**src/rtl/urd_regs.vh**
```
`ifndef URD_REGS_VH
`define URD_REGS_VH

// Register offsets on the three address lines
`define URD_ADDR_HOLD 3'h0
`define URD_ADDR_IEN 3'h1
`define URD_ADDR_INTFIFO 3'h2
`define URD_ADDR_LINE 3'h3

// Line control fields and special value
`define URD_LINE_DIVACC_BIT 7
`define URD_LINE_ENHANCED 8'hbf

// Reset value of every writable register, all-zero divisor value, and read byte for unmapped targets
`define URD_RESET_BYTE 8'h00
`define URD_DIV_ZERO 8'h00
`define URD_READ_NONE 8'h00

// Identity codes: values are arbitrary
`define URD_REVISION_CODE 8'h5a
`define URD_DEVICE_ID_CODE 8'ha5

// Target codes of the address select
`define URD_SEL_W 4
`define URD_SEL_NONE 4'h0
`define URD_SEL_RXHOLD 4'h1
`define URD_SEL_TXHOLD 4'h2
`define URD_SEL_DIVLO 4'h3
`define URD_SEL_DIVHI 4'h4
`define URD_SEL_REVISION 4'h5
`define URD_SEL_DEVID 4'h6
`define URD_SEL_INTEN 4'h7
`define URD_SEL_INTSTAT 4'h8
`define URD_SEL_FIFOCTL 4'h9
`define URD_SEL_LINECTL 4'ha
`define URD_SEL_ENHFUNC 4'hb

`endif

```
**src/rtl/urd_addr_select.v**
```verilog
`include "urd_regs.vh"
`default_nettype none

module urd_addr_select (
   input wire [2:0] addr,
   input wire [7:0] lineControl,
   input wire divisorZero,
   output reg [3:0] readSel,
   output reg [3:0] writeSel
);

   wire divAccess = lineControl[`URD_LINE_DIVACC_BIT];
   wire enhanced = (lineControl == `URD_LINE_ENHANCED);

   always @* begin
      readSel = `URD_SEL_NONE;
      writeSel = `URD_SEL_NONE;
      case (addr)
         `URD_ADDR_HOLD: begin
            if (!divAccess) begin
               readSel = `URD_SEL_RXHOLD;
               writeSel = `URD_SEL_TXHOLD;
            end else begin
               readSel = divisorZero ? `URD_SEL_REVISION : `URD_SEL_DIVLO;
               writeSel = `URD_SEL_DIVLO;
            end
         end
         `URD_ADDR_IEN: begin
            if (!divAccess) begin
               readSel = `URD_SEL_INTEN;
               writeSel = `URD_SEL_INTEN;
            end else begin
               readSel = divisorZero ? `URD_SEL_DEVID : `URD_SEL_DIVHI;
               writeSel = `URD_SEL_DIVHI;
            end
         end
         `URD_ADDR_INTFIFO: begin
            if (enhanced) begin
               readSel = `URD_SEL_ENHFUNC;
               writeSel = `URD_SEL_ENHFUNC;
            end else begin
               readSel = `URD_SEL_INTSTAT;
               writeSel = `URD_SEL_FIFOCTL;
            end
         end
         `URD_ADDR_LINE: begin
            readSel = `URD_SEL_LINECTL;
            writeSel = `URD_SEL_LINECTL;
         end
         default: begin
            // Upper half of the map lives elsewhere
            readSel = `URD_SEL_NONE;
            writeSel = `URD_SEL_NONE;
         end
      endcase
   end

endmodule

`default_nettype wire

```
**src/rtl/urd_register_decode.v**
```verilog
`include "urd_regs.vh"
`default_nettype none

module urd_register_decode (
   input wire clk,
   input wire nrst,
   input wire csN,
   input wire iorN,
   input wire iowN,
   input wire [2:0] addr,
   input wire [7:0] dataIn,
   output reg [7:0] dataOut,
   output reg dataOe,
   input wire [7:0] rxHoldingIn,
   input wire [7:0] interruptStatusIn,
   output reg rxHoldingRead,
   output reg interruptStatusRead,
   output reg [7:0] txHolding,
   output reg txHoldingLoad,
   output reg [7:0] fifoControl,
   output reg fifoControlLoad,
   output wire [7:0] divisorLow,
   output wire [7:0] divisorHigh,
   output wire [7:0] interruptEnable,
   output wire [7:0] lineControl,
   output wire [7:0] enhancedFunction
);

   ////////////////////////////////////////////////////////////////
   // Access detection

   reg readAct_q;
   reg writeAct_q;
   reg [7:0] divLo_q;
   reg [7:0] divHi_q;
   reg [7:0] intEn_q;
   reg [7:0] lineCtl_q;
   reg [7:0] enhFunc_q;
   wire [3:0] readSel;
   wire [3:0] writeSel;

   // Strobes only count while chip select is low
   wire readAct = !csN && !iorN;
   wire writeAct = !csN && !iowN;

   // One access per strobe, so side effects fire once
   wire readStart = readAct && !readAct_q;
   wire writeStart = writeAct && !writeAct_q;

   wire divisorZero = (divLo_q == `URD_DIV_ZERO) && (divHi_q == `URD_DIV_ZERO);

   urd_addr_select u_urd_addr_select (
      .addr(addr),
      .lineControl(lineCtl_q),
      .divisorZero(divisorZero),
      .readSel(readSel),
      .writeSel(writeSel)
   );

   always @(posedge clk) begin
      if (!nrst) begin
         readAct_q <= 1'b0;
         writeAct_q <= 1'b0;
      end else begin
         readAct_q <= readAct;
         writeAct_q <= writeAct;
      end
   end

   ////////////////////////////////////////////////////////////////
   // Writes

   always @(posedge clk) begin
      if (!nrst) begin
         divLo_q <= `URD_RESET_BYTE;
         divHi_q <= `URD_RESET_BYTE;
         intEn_q <= `URD_RESET_BYTE;
         lineCtl_q <= `URD_RESET_BYTE;
         enhFunc_q <= `URD_RESET_BYTE;
         txHolding <= `URD_RESET_BYTE;
         fifoControl <= `URD_RESET_BYTE;
         txHoldingLoad <= 1'b0;
         fifoControlLoad <= 1'b0;
      end else begin
         txHoldingLoad <= 1'b0;
         fifoControlLoad <= 1'b0;
         if (writeStart) begin
            case (writeSel)
               `URD_SEL_TXHOLD: begin
                  txHolding <= dataIn;
                  txHoldingLoad <= 1'b1;
               end
               `URD_SEL_DIVLO: begin
                  divLo_q <= dataIn;
               end
               `URD_SEL_DIVHI: begin
                  divHi_q <= dataIn;
               end
               `URD_SEL_INTEN: begin
                  intEn_q <= dataIn;
               end
               `URD_SEL_FIFOCTL: begin
                  fifoControl <= dataIn;
                  fifoControlLoad <= 1'b1;
               end
               `URD_SEL_LINECTL: begin
                  lineCtl_q <= dataIn;
               end
               `URD_SEL_ENHFUNC: begin
                  enhFunc_q <= dataIn;
               end
               default: begin
                  // Unmapped address: write dropped
                  enhFunc_q <= enhFunc_q;
               end
            endcase
         end
      end
   end

   ////////////////////////////////////////////////////////////////
   // Reads

   // Data captured at strobe start and held, so a slow host sees a stable byte
   always @(posedge clk) begin
      if (!nrst) begin
         dataOut <= `URD_READ_NONE;
         dataOe <= 1'b0;
         rxHoldingRead <= 1'b0;
         interruptStatusRead <= 1'b0;
      end else begin
         dataOe <= readAct;
         rxHoldingRead <= 1'b0;
         interruptStatusRead <= 1'b0;
         if (readStart) begin
            case (readSel)
               `URD_SEL_RXHOLD: begin
                  dataOut <= rxHoldingIn;
                  rxHoldingRead <= 1'b1;
               end
               `URD_SEL_DIVLO: dataOut <= divLo_q;
               `URD_SEL_DIVHI: dataOut <= divHi_q;
               `URD_SEL_REVISION: dataOut <= `URD_REVISION_CODE;
               `URD_SEL_DEVID: dataOut <= `URD_DEVICE_ID_CODE;
               `URD_SEL_INTEN: dataOut <= intEn_q;
               `URD_SEL_INTSTAT: begin
                  dataOut <= interruptStatusIn;
                  interruptStatusRead <= 1'b1;
               end
               `URD_SEL_LINECTL: dataOut <= lineCtl_q;
               `URD_SEL_ENHFUNC: dataOut <= enhFunc_q;
               default: dataOut <= `URD_READ_NONE;
            endcase
         end
      end
   end

   assign divisorLow = divLo_q;
   assign divisorHigh = divHi_q;
   assign interruptEnable = intEn_q;
   assign lineControl = lineCtl_q;
   assign enhancedFunction = enhFunc_q;

endmodule

`default_nettype wire

```
**config.mk**
```make
export PLATFORM = sky130hd
export DESIGN_NAME = urd_register_decode
export DESIGN_NICKNAME = d
export VERILOG_FILES = /design/src/rtl/urd_addr_select.v /design/src/rtl/urd_register_decode.v
export VERILOG_INCLUDE_DIRS = /design/src /design/src/rtl
export SDC_FILE = /design/constraint.sdc
export NUM_CORES = 1
export LEC_CHECK = 0
export BUFFER_PORTS_ARGS = -buffer_cell sky130_fd_sc_hd__buf_2
export CORE_UTILIZATION = 40
export DETAILED_ROUTE_END_ITERATION = 7
export GPL_TIMING_DRIVEN = 0
export PLACE_DENSITY = 0.74
export SYNTH_ARGS = -nofsm -noshare
export SYNTH_HDL_FRONTEND = slang
export SYNTH_HIERARCHICAL = 1
export SYNTH_SLANG_ARGS = --single-unit
```
**constraint.sdc**
```tcl
create_clock -name clk -period 3.3 [get_ports clk]
set_clock_uncertainty 0.2 [all_clocks]
set_input_delay 0.33 -clock clk [delete_from_list [all_inputs] [get_ports clk]]
set_output_delay 0.33 -clock clk [all_outputs]
set_load 0.1 [all_outputs]
```
==> flow_summary_export.csv, run 1 <==
group,metric,value,unit
place,io_buffers,99,
clock_tree,clock-sinks,70,
worst_setup_path,r2r-end,"dataOut[3]$_SDFFE_PN0P_",
worst_setup_path,path_common_cell,"a211oi_1",
sta,rsz0062_at_grt,"yes",
yosys,synth_top_family_by_area,"simple AND/OR/NAND/NOR gates",
yosys,synth_area,3498,µm²
drt,wl_per_cell,18.35,µm
drt,drt_iter0_drc,261,
worst_setup_path,crit_type,"flop to flop",
run_status,status,"finished clean",
place,dp_cells,571,
pwr,power.clock.fraction,42.4,%
pwr,power-per-cell-area,433.4,nW/µm²
drt,vias,3194,
yosys,ys_top_cells_by_area,"dfxtp_1 (40%), mux2i_1 (18%), nor2b_1 (11%), nand3b_1 (2.8%), a21oi_1 (2.3%)",
cells_and_area,finalNetCount,511,
worst_setup_path,cp_top_family,"compound AO/OA/AOI/OAI gates",
worst_setup_path,path_max_fanout,10,
drt,via_per_inst,5.423,
pwr,power_frac_seq,44.9,%
sta,maxSlewViolCount,0,
floorplanning,die_y,95.52,µm
yosys,seq_area_frac_synth,40.06,%
global_routing,antenna_found_initial,0,
yosys,yosys_warnings,6,
sta,max_freq,0.3101,GHz
cells_and_area,antenna_cells,0,
hold_path,hp-class,"input port to flop",
worst_setup_path,arrival,3.27,ns
pwr,internal_power,0.001381,W
clock_tree,cts-root-buf,"clkbuf_8",
yosys,synth.top_cell.area_share,40.06,%
global_routing,grt_usage,24.74,%
worst_setup_path,cp_num_buf_inv,3,
yosys,synth_simple_gate_area_share,28.04,%
yosys,synth_edf_count,0,
pwr,swShare,27.58,%
place,gp_congestion,0.9192,
floorplanning,core-area,8341,µm²
cells_and_area,instances_no_fill,589,
clock_tree,postCtsSetupBuffers,0,
worst_setup_path,reg2reg_from,"divisorHigh[3]$_SDFFE_PN0P_",
sta,fin_crit_sh,97.74,%
hold_path,min_from,"csN",
yosys,ys_types,46,
cells_and_area,area_delta_synth_final,25.79,%
clock_tree,cts_buffer_depth,2,
sta,relSlewSlack,64.13,%
pwr,power_frac_comb,12.6,%
worst_setup_path,cp_cell_sequence,"nor4_2 > and4_1 > and2b_1 > xnor2_1 > a211oi_2 > buf_2 > buf_4 > buf_1 > a211oi_1 > a211oi_1 > o31ai_1",
worst_setup_path,r2r_slack,0.07,ns
yosys,avgSynthCellArea,9.532,µm²
worst_setup_path,critPathLaunchType,"flop",
yosys,synth_area_leader_cell,"dfxtp_1",
drt,ant_nets,0,
sta,whs,0.03315,ns
floorplanning,io_pins,101,
sta,tightest_slew,0.5368,ns
clock_tree,numCtsBuffers,9,
global_routing,overflow,0,
floorplanning,dieArea,9124,µm²
yosys,ys_ff_latch,70,
worst_setup_path,worstSetupEndpointType,"flop",
worst_setup_path,rr_worst_depth,11,
place,dp_hpwl,7928,µm
yosys,postSynth.asyncResetShare,0,%
drt,drc_errors,0,
yosys,syn-num-nets,399,
yosys,netlist_instances,367,
global_routing,grt_pass1_wl,16480,µm
worst_setup_path,slowest_delay,0.39,ns
clock_tree,cts_tree,"built",
flow_run,cap_viol_max_count,0,
drt,drt_first_pass_iters,5,
floorplanning,die_w,95.52,µm
pwr,irDropWorstVdd,0.2855,mV
clock_tree,h-tree-depth,3,
clock_tree,path_clk_slew,0.08,ns
yosys,synth_compound_area_share,9.120,%
yosys,synth_xor_xnor_area_share,0.5007,%
floorplanning,initial_utilization,41.94,%
yosys,synthMuxAreaShare,18.03,%
pwr,power_leakage,1.962,nW
global_routing,grt_max_degree,14,
yosys,ys.flop_type,"dfxtp_1",
sta,setup_viol,0,
sta,hold_viol,0,
worst_setup_path,slowest_stage,"buf_1",
global_routing,grt_pass1_vias,3044,
clock_tree,clock_latency,0.36,ns
cells_and_area,layout-drive-gt1-share,29.96,%
sta,finalCriticalPeriod,3.225,ns
pwr,switchingPower,0.0005260,W
hold_path,hold_depth,2,
worst_setup_path,crit_required,3.34,ns
hold_path,holdPathEnd,"dataOe$_SDFF_PN0_",
drt,wl,10810,µm
yosys,synthAdderAreaFrac,0,%
floorplanning,rows,33,
## layout by cell type (no fill, tap or decap), types with 3 or more instances in the layout
| master | count |
|---|---|
| buf_4 | 5 |
| nor3b_1 | 4 |
| nand3b_1 | 13 |
| nand2b_1 | 7 |
| nor2_1 | 7 |
| nand3_1 | 7 |
| inv_1 | 6 |
| nand2_1 | 11 |
| clkbuf_8 | 10 |
| a32o_1 | 3 |
| nor4_1 | 8 |
| and2_1 | 3 |
| mux2i_1 | 63 |
| or3b_2 | 6 |
| nor2b_1 | 61 |
| buf_2 | 107 |
| a211oi_1 | 3 |
| and3b_1 | 4 |
| a21oi_1 | 16 |
| dfxtp_1 | 70 |
| nor3_1 | 5 |
| o21ai_0 | 10 |
| clkbuf_1 | 10 |
## through the flow
| stage | utilization, % | setup TNS, ns | setup WS (ns) | area [µm²] | power, W |
|---|---|---|---|---|---|
| after global placement | 49.46 | -0.1333 | -0.06846 | 4125 | 0.001109 |
| after global routing | 52.76 | -0.05755 | -0.04387 | 4400 | 0.001963 |
| after detailed placement | 49.46 | -0.06533 | -0.04976 | 4125 | 0.001110 |
| after floorplan | - | 0 | 0.1072 | 3498 | 0.001035 |
| final | 52.76 | 0 | 0.07471 | 4400 | 0.001907 |
| after CTS | 52.49 | 0 | 0.02854 | 4378 | 0.001910 |
## worst register-to-register path: cells and delay by family, from the launching register on
| family | cells | cell delay (ns) |
|---|---|---|
| flip-flops | 1 | 0.36 |
| AO/OA/AOI/OAI | 4 | 0.84 |
| buffers and inverters | 3 | 0.78 |
| XOR/XNOR | 1 | 0.13 |
| AND/OR/NAND/NOR | 3 | 0.82 |
## power by group through the flow
| stage | Clock, W | Sequential, W | Combinational, W |
|---|---|---|---|
| after detailed placement | 0 | 0.000877 | 0.000233 |
| after floorplan | 0 | 0.000928 | 0.000107 |
| final | 0.000810 | 0.000857 | 0.000240 |
| after CTS | 0.000816 | 0.000857 | 0.000236 |
| after global routing | 0.000851 | 0.000858 | 0.000254 |
| after global placement | 0 | 0.000877 | 0.000232 |
## sequential cells by signal, indices dropped and copies added (netlist names), 8 cells and up
register,cells
dataOut,8
divisorHigh,8
divisorLow,8
enhancedFunction,8
fifoControl,8
interruptEnable,8
lineControl,8
txHolding,8
## final cells by class
class / count / area, µm²
fillers: 806 / 3940
multi-input cells: 265 / 1972
flip-flops and latches: 70 / 1401
repair buffers: 101 / 515.5
clock buffers: 10 / 137.6
well taps: 105 / 131.4
plain buffers: 26 / 127.6
clock inverters: 6 / 92.59
inverters: 6 / 22.52
## synth_stat cells, types with 3 or more instances
cell type	number
nand3b_1	13
nand3_1	7
a32o_1	3
nand2b_1	7
nor3b_1	4
dfxtp_1	70
or3b_2	6
nor2b_1	61
nor4_1	9
nand2_1	11
and2_1	3
buf_2	8
a21oi_1	16
inv_1	6
clkbuf_1	12
nor3_1	6
mux2i_1	63
a211oi_1	3
o21ai_0	10
nor2_1	7
buf_4	5
and3b_1	4
## kinds of logic (layout without fill, tap and decap cells)
family | Yosys count | after routing
DFF | 70 | 70
xor gates and xnor gates | 2 | 2
and+or+nand+nor | 152 | 152
AOI/OAI and AO/OA | 48 | 48
buffers and inverters | 32 | 149
muxes | 63 | 63
## how the worst max path moves through the flow
stage / startpoint / endpoint / slack [ns] / cells after the start
after floorplan: divisorHigh[3]$_SDFFE_PN0P_ / dataOut[0]$_SDFFE_PN0P_ / 0.11 / 11
after global placement: divisorHigh[4]$_SDFFE_PN0P_ / dataOut[0]$_SDFFE_PN0P_ / -0.07 / 11
after detailed placement: divisorHigh[3]$_SDFFE_PN0P_ / dataOut[0]$_SDFFE_PN0P_ / -0.05 / 11
after CTS: divisorHigh[3]$_SDFFE_PN0P_ / dataOut[0]$_SDFFE_PN0P_ / 0.03 / 11
after global routing: divisorLow[4]$_SDFFE_PN0P_ / dataOut[2]$_SDFFE_PN0P_ / -0.04 / 11
final: divisorHigh[3]$_SDFFE_PN0P_ / dataOut[3]$_SDFFE_PN0P_ / 0.07 / 11
## timing repair
action	in CTS	in global routing
endpoints found under the hold margin	2	0
endpoints found under the setup margin	2	7
gates resized for setup	2	7
hold buffers	2	0
## per-layer routing
layer	routed length, µm	global-route usage [%]	vias to the layer above	share of wire, %
li1	-	-	1532	-
met1	4879	33.35	1508	45
met2	5000	39.17	139	46
met3	764	5.104	15	7.1
met4	167	8.458	0	1.5
met5	0	0	-	0
Note: power is estimated with default switching activity, not from simulation.
==> run 2, diff against run 1 <==
CORE_UTILIZATION = 30   (was 40)
PLACE_DENSITY = 0.61   (was 0.74)
==> run 2 against run 1 <==
Global-route usage decreased by 4.2 points. Via count decreased by 2.9%. Die area up 33%. Clock power is 22% higher. Critical path depth decreased by 2. Critical endpoint is now dataOut[7]$_SDFFE_PN0P_.
==> flow_summary_export.csv, run 2 (synthesis results as in run 1) <==
group,metric,value,unit
worst_setup_path,critPathLaunchType,"flop",
global_routing,grt_pass1_vias,3076,
worst_setup_path,setup.worst_path.start,"divisorHigh[6]$_SDFFE_PN0P_",
place,dp_hpwl,8848,µm
sta,max_freq,0.3209,GHz
pwr,power_leakage,2.001,nW
worst_setup_path,r2r-end,"dataOut[7]$_SDFFE_PN0P_",
sta,finalCriticalPeriod,3.116,ns
cells_and_area,layout-drive-gt1-share,30.02,%
worst_setup_path,cp_cell_sequence,"nor4_2 > and4_1 > a21oi_1 > nor3_2 > clkbuf_1 > mux2i_1 > nor3_1 > nor4_1 > o21ai_0",
cells_and_area,area_delta_synth_final,29.72,%
clock_tree,clock_latency,0.35,ns
worst_setup_path,rr_worst_depth,9,
sta,fin_crit_sh,94.42,%
worst_setup_path,worstSetupEndpointType,"flop",
cells_and_area,fin_area,4538,µm²
cells_and_area,multiInputGateArea,1997,µm²
drt,wl,11680,µm
worst_setup_path,path_max_fanout,10,
worst_setup_path,crit_required,3.31,ns
drt,vias,3102,
drt,via_per_inst,4.955,
place,placed_cell_area,4173,µm²
worst_setup_path,arrival,3.13,ns
floorplanning,dieArea,12100,µm²
clock_tree,h-tree-depth,3,
global_routing,antenna_found_initial,0,
worst_setup_path,r2r_slack,0.18,ns
sta,rsz0062_at_grt,"no",
drt,ant_nets,0,
place,io_buffers,99,
cells_and_area,fillers,1219,
cells_and_area,instances_no_fill,626,
global_routing,grt_usage,20.50,%
clock_tree,numCtsBuffers,9,
pwr,power-per-cell-area,460.9,nW/µm²
worst_setup_path,cp-endpoint,"dataOut[7]$_SDFFE_PN0P_",
drt,wl_per_cell,18.65,µm
worst_setup_path,slowest_delay,0.46,ns
floorplanning,die_y,110.0,µm
sta,setup_viol,0,
clock_tree,clock-sinks,70,
floorplanning,die_w,110.0,µm
clock_tree,path_clk_slew,0.06,ns
drt,drt_iter0_drc,101,
floorplanning,io_pins,101,
worst_setup_path,reg2reg_from,"divisorHigh[6]$_SDFFE_PN0P_",
global_routing,grt_max_degree,13,
worst_setup_path,crit_type,"flop to flop",
sta,tightest_slew,0.6119,ns
cells_and_area,post-route-util,39.91,%
worst_setup_path,slowest_stage,"clkbuf_1",
clock_tree,cts_buffer_depth,2,
floorplanning,core-area,11370,µm²
sta,hold_viol,0,
clock_tree,cts-root-buf,"clkbuf_16",
cells_and_area,finalNetCount,510,
hold_path,hp-class,"input port to flop",
drt,drc_errors,0,
global_routing,grt_pass1_wl,17730,µm
cells_and_area,layout_commonest_cell,"buf_2",
cells_and_area,seq_area,1401,µm²
run_status,status,"finished clean",
sta,whs,0.005507,ns
flow_run,cap_viol_max_count,0,
cells_and_area,mostFrequentLayoutCells,"buf_2 (106), dfxtp_1 (70), mux2i_1 (63), nor2b_1 (61), a21oi_1 (16)",
place,gp_congestion,0.9118,
place,dp_cells,609,
floorplanning,initial_utilization,30.77,%
sta,relSlewSlack,59.06,%
sta,maxSlewViolCount,0,
drt,drt_first_pass_iters,4,
clock_tree,cts_tree,"built",
floorplanning,rows,39,
pwr,irDropWorstVdd,0.4703,mV
global_routing,overflow,0,
cells_and_area,antenna_cells,0,
## run 2: final cells by class
type	instances	share of cell area, %
Buffer	26	2.895
Clock inverter	5	1.296
Timing Repair Buffer	100	11.14
Sequential cell	70	30.88
Clock buffer	11	5.349
Tap cell	143	3.943
Inverter	6	0.4963
Multi-Input combinational cell	265	44.00
## run 2: worst max-delay path, delay by kind of cell, from the launching register on
family,cells,cell delay (ns)
and+or+nand+nor,5,1.42
buffers and inverters,1,0.46
DFF,1,0.36
muxes,1,0.31
AOI/OAI and AO/OA,2,0.22
## run 2: worst min-delay path by stage
stage / from / endpoint / slack [ns] / depth (start not counted)
after CTS: iowN / writeAct_q$_SDFF_PN0_ / 0.002 / 2
final: iowN / writeAct_q$_SDFF_PN0_ / 0.006 / 2
after global routing: iowN / writeAct_q$_SDFF_PN0_ / 0.02 / 2
after detailed placement: dataOut[0]$_SDFFE_PN0P_ / dataOut[0]$_SDFFE_PN0P_ / 0.24 / 2
after floorplan: iorN / dataOe$_SDFF_PN0_ / 0.21 / 1
after global placement: dataOut[6]$_SDFFE_PN0P_ / dataOut[6]$_SDFFE_PN0P_ / 0.23 / 2
## run 2: where the power goes
group	leakage (nW)	total, W	switching (W)	internal (W)
Sequential	0.565	0.000859	0.00000598	0.000853
Combinational	1.29	0.000245	0.000164	0.0000810
Clock	0.142	0.000987	0.000382	0.000606
## run 2: metrics by stage
stage | setup TNS [ns] | total power, W | worst slack [ns]
after CTS | 0 | 0.002104 | 0.03352
after global routing | 0 | 0.002170 | 0.03712
after global placement | -0.4453 | 0.001115 | -0.2002
final | 0 | 0.002091 | 0.1840
after floorplan | 0 | 0.001035 | 0.1072
after detailed placement | -0.3941 | 0.001116 | -0.2388
## run 2: routing by layer
metal	global-route usage, %	part of all wire, %	vias to the layer above
li1	-	-	1529
met1	26.23	46	1485
met2	34.11	48	77
met3	6.055	5.4	11
met4	4.190	1.0	0
met5	0	0	-
## run 2: timing repair
action                                  CTS  global route
hold buffers                              1             0
pin swaps                                 0             4
hold endpoints to repair                  1             0
cloned                                    0             0
endpoints found under the setup margin    3             7
setup buffers                             0             0
gates resized for setup                   5             8
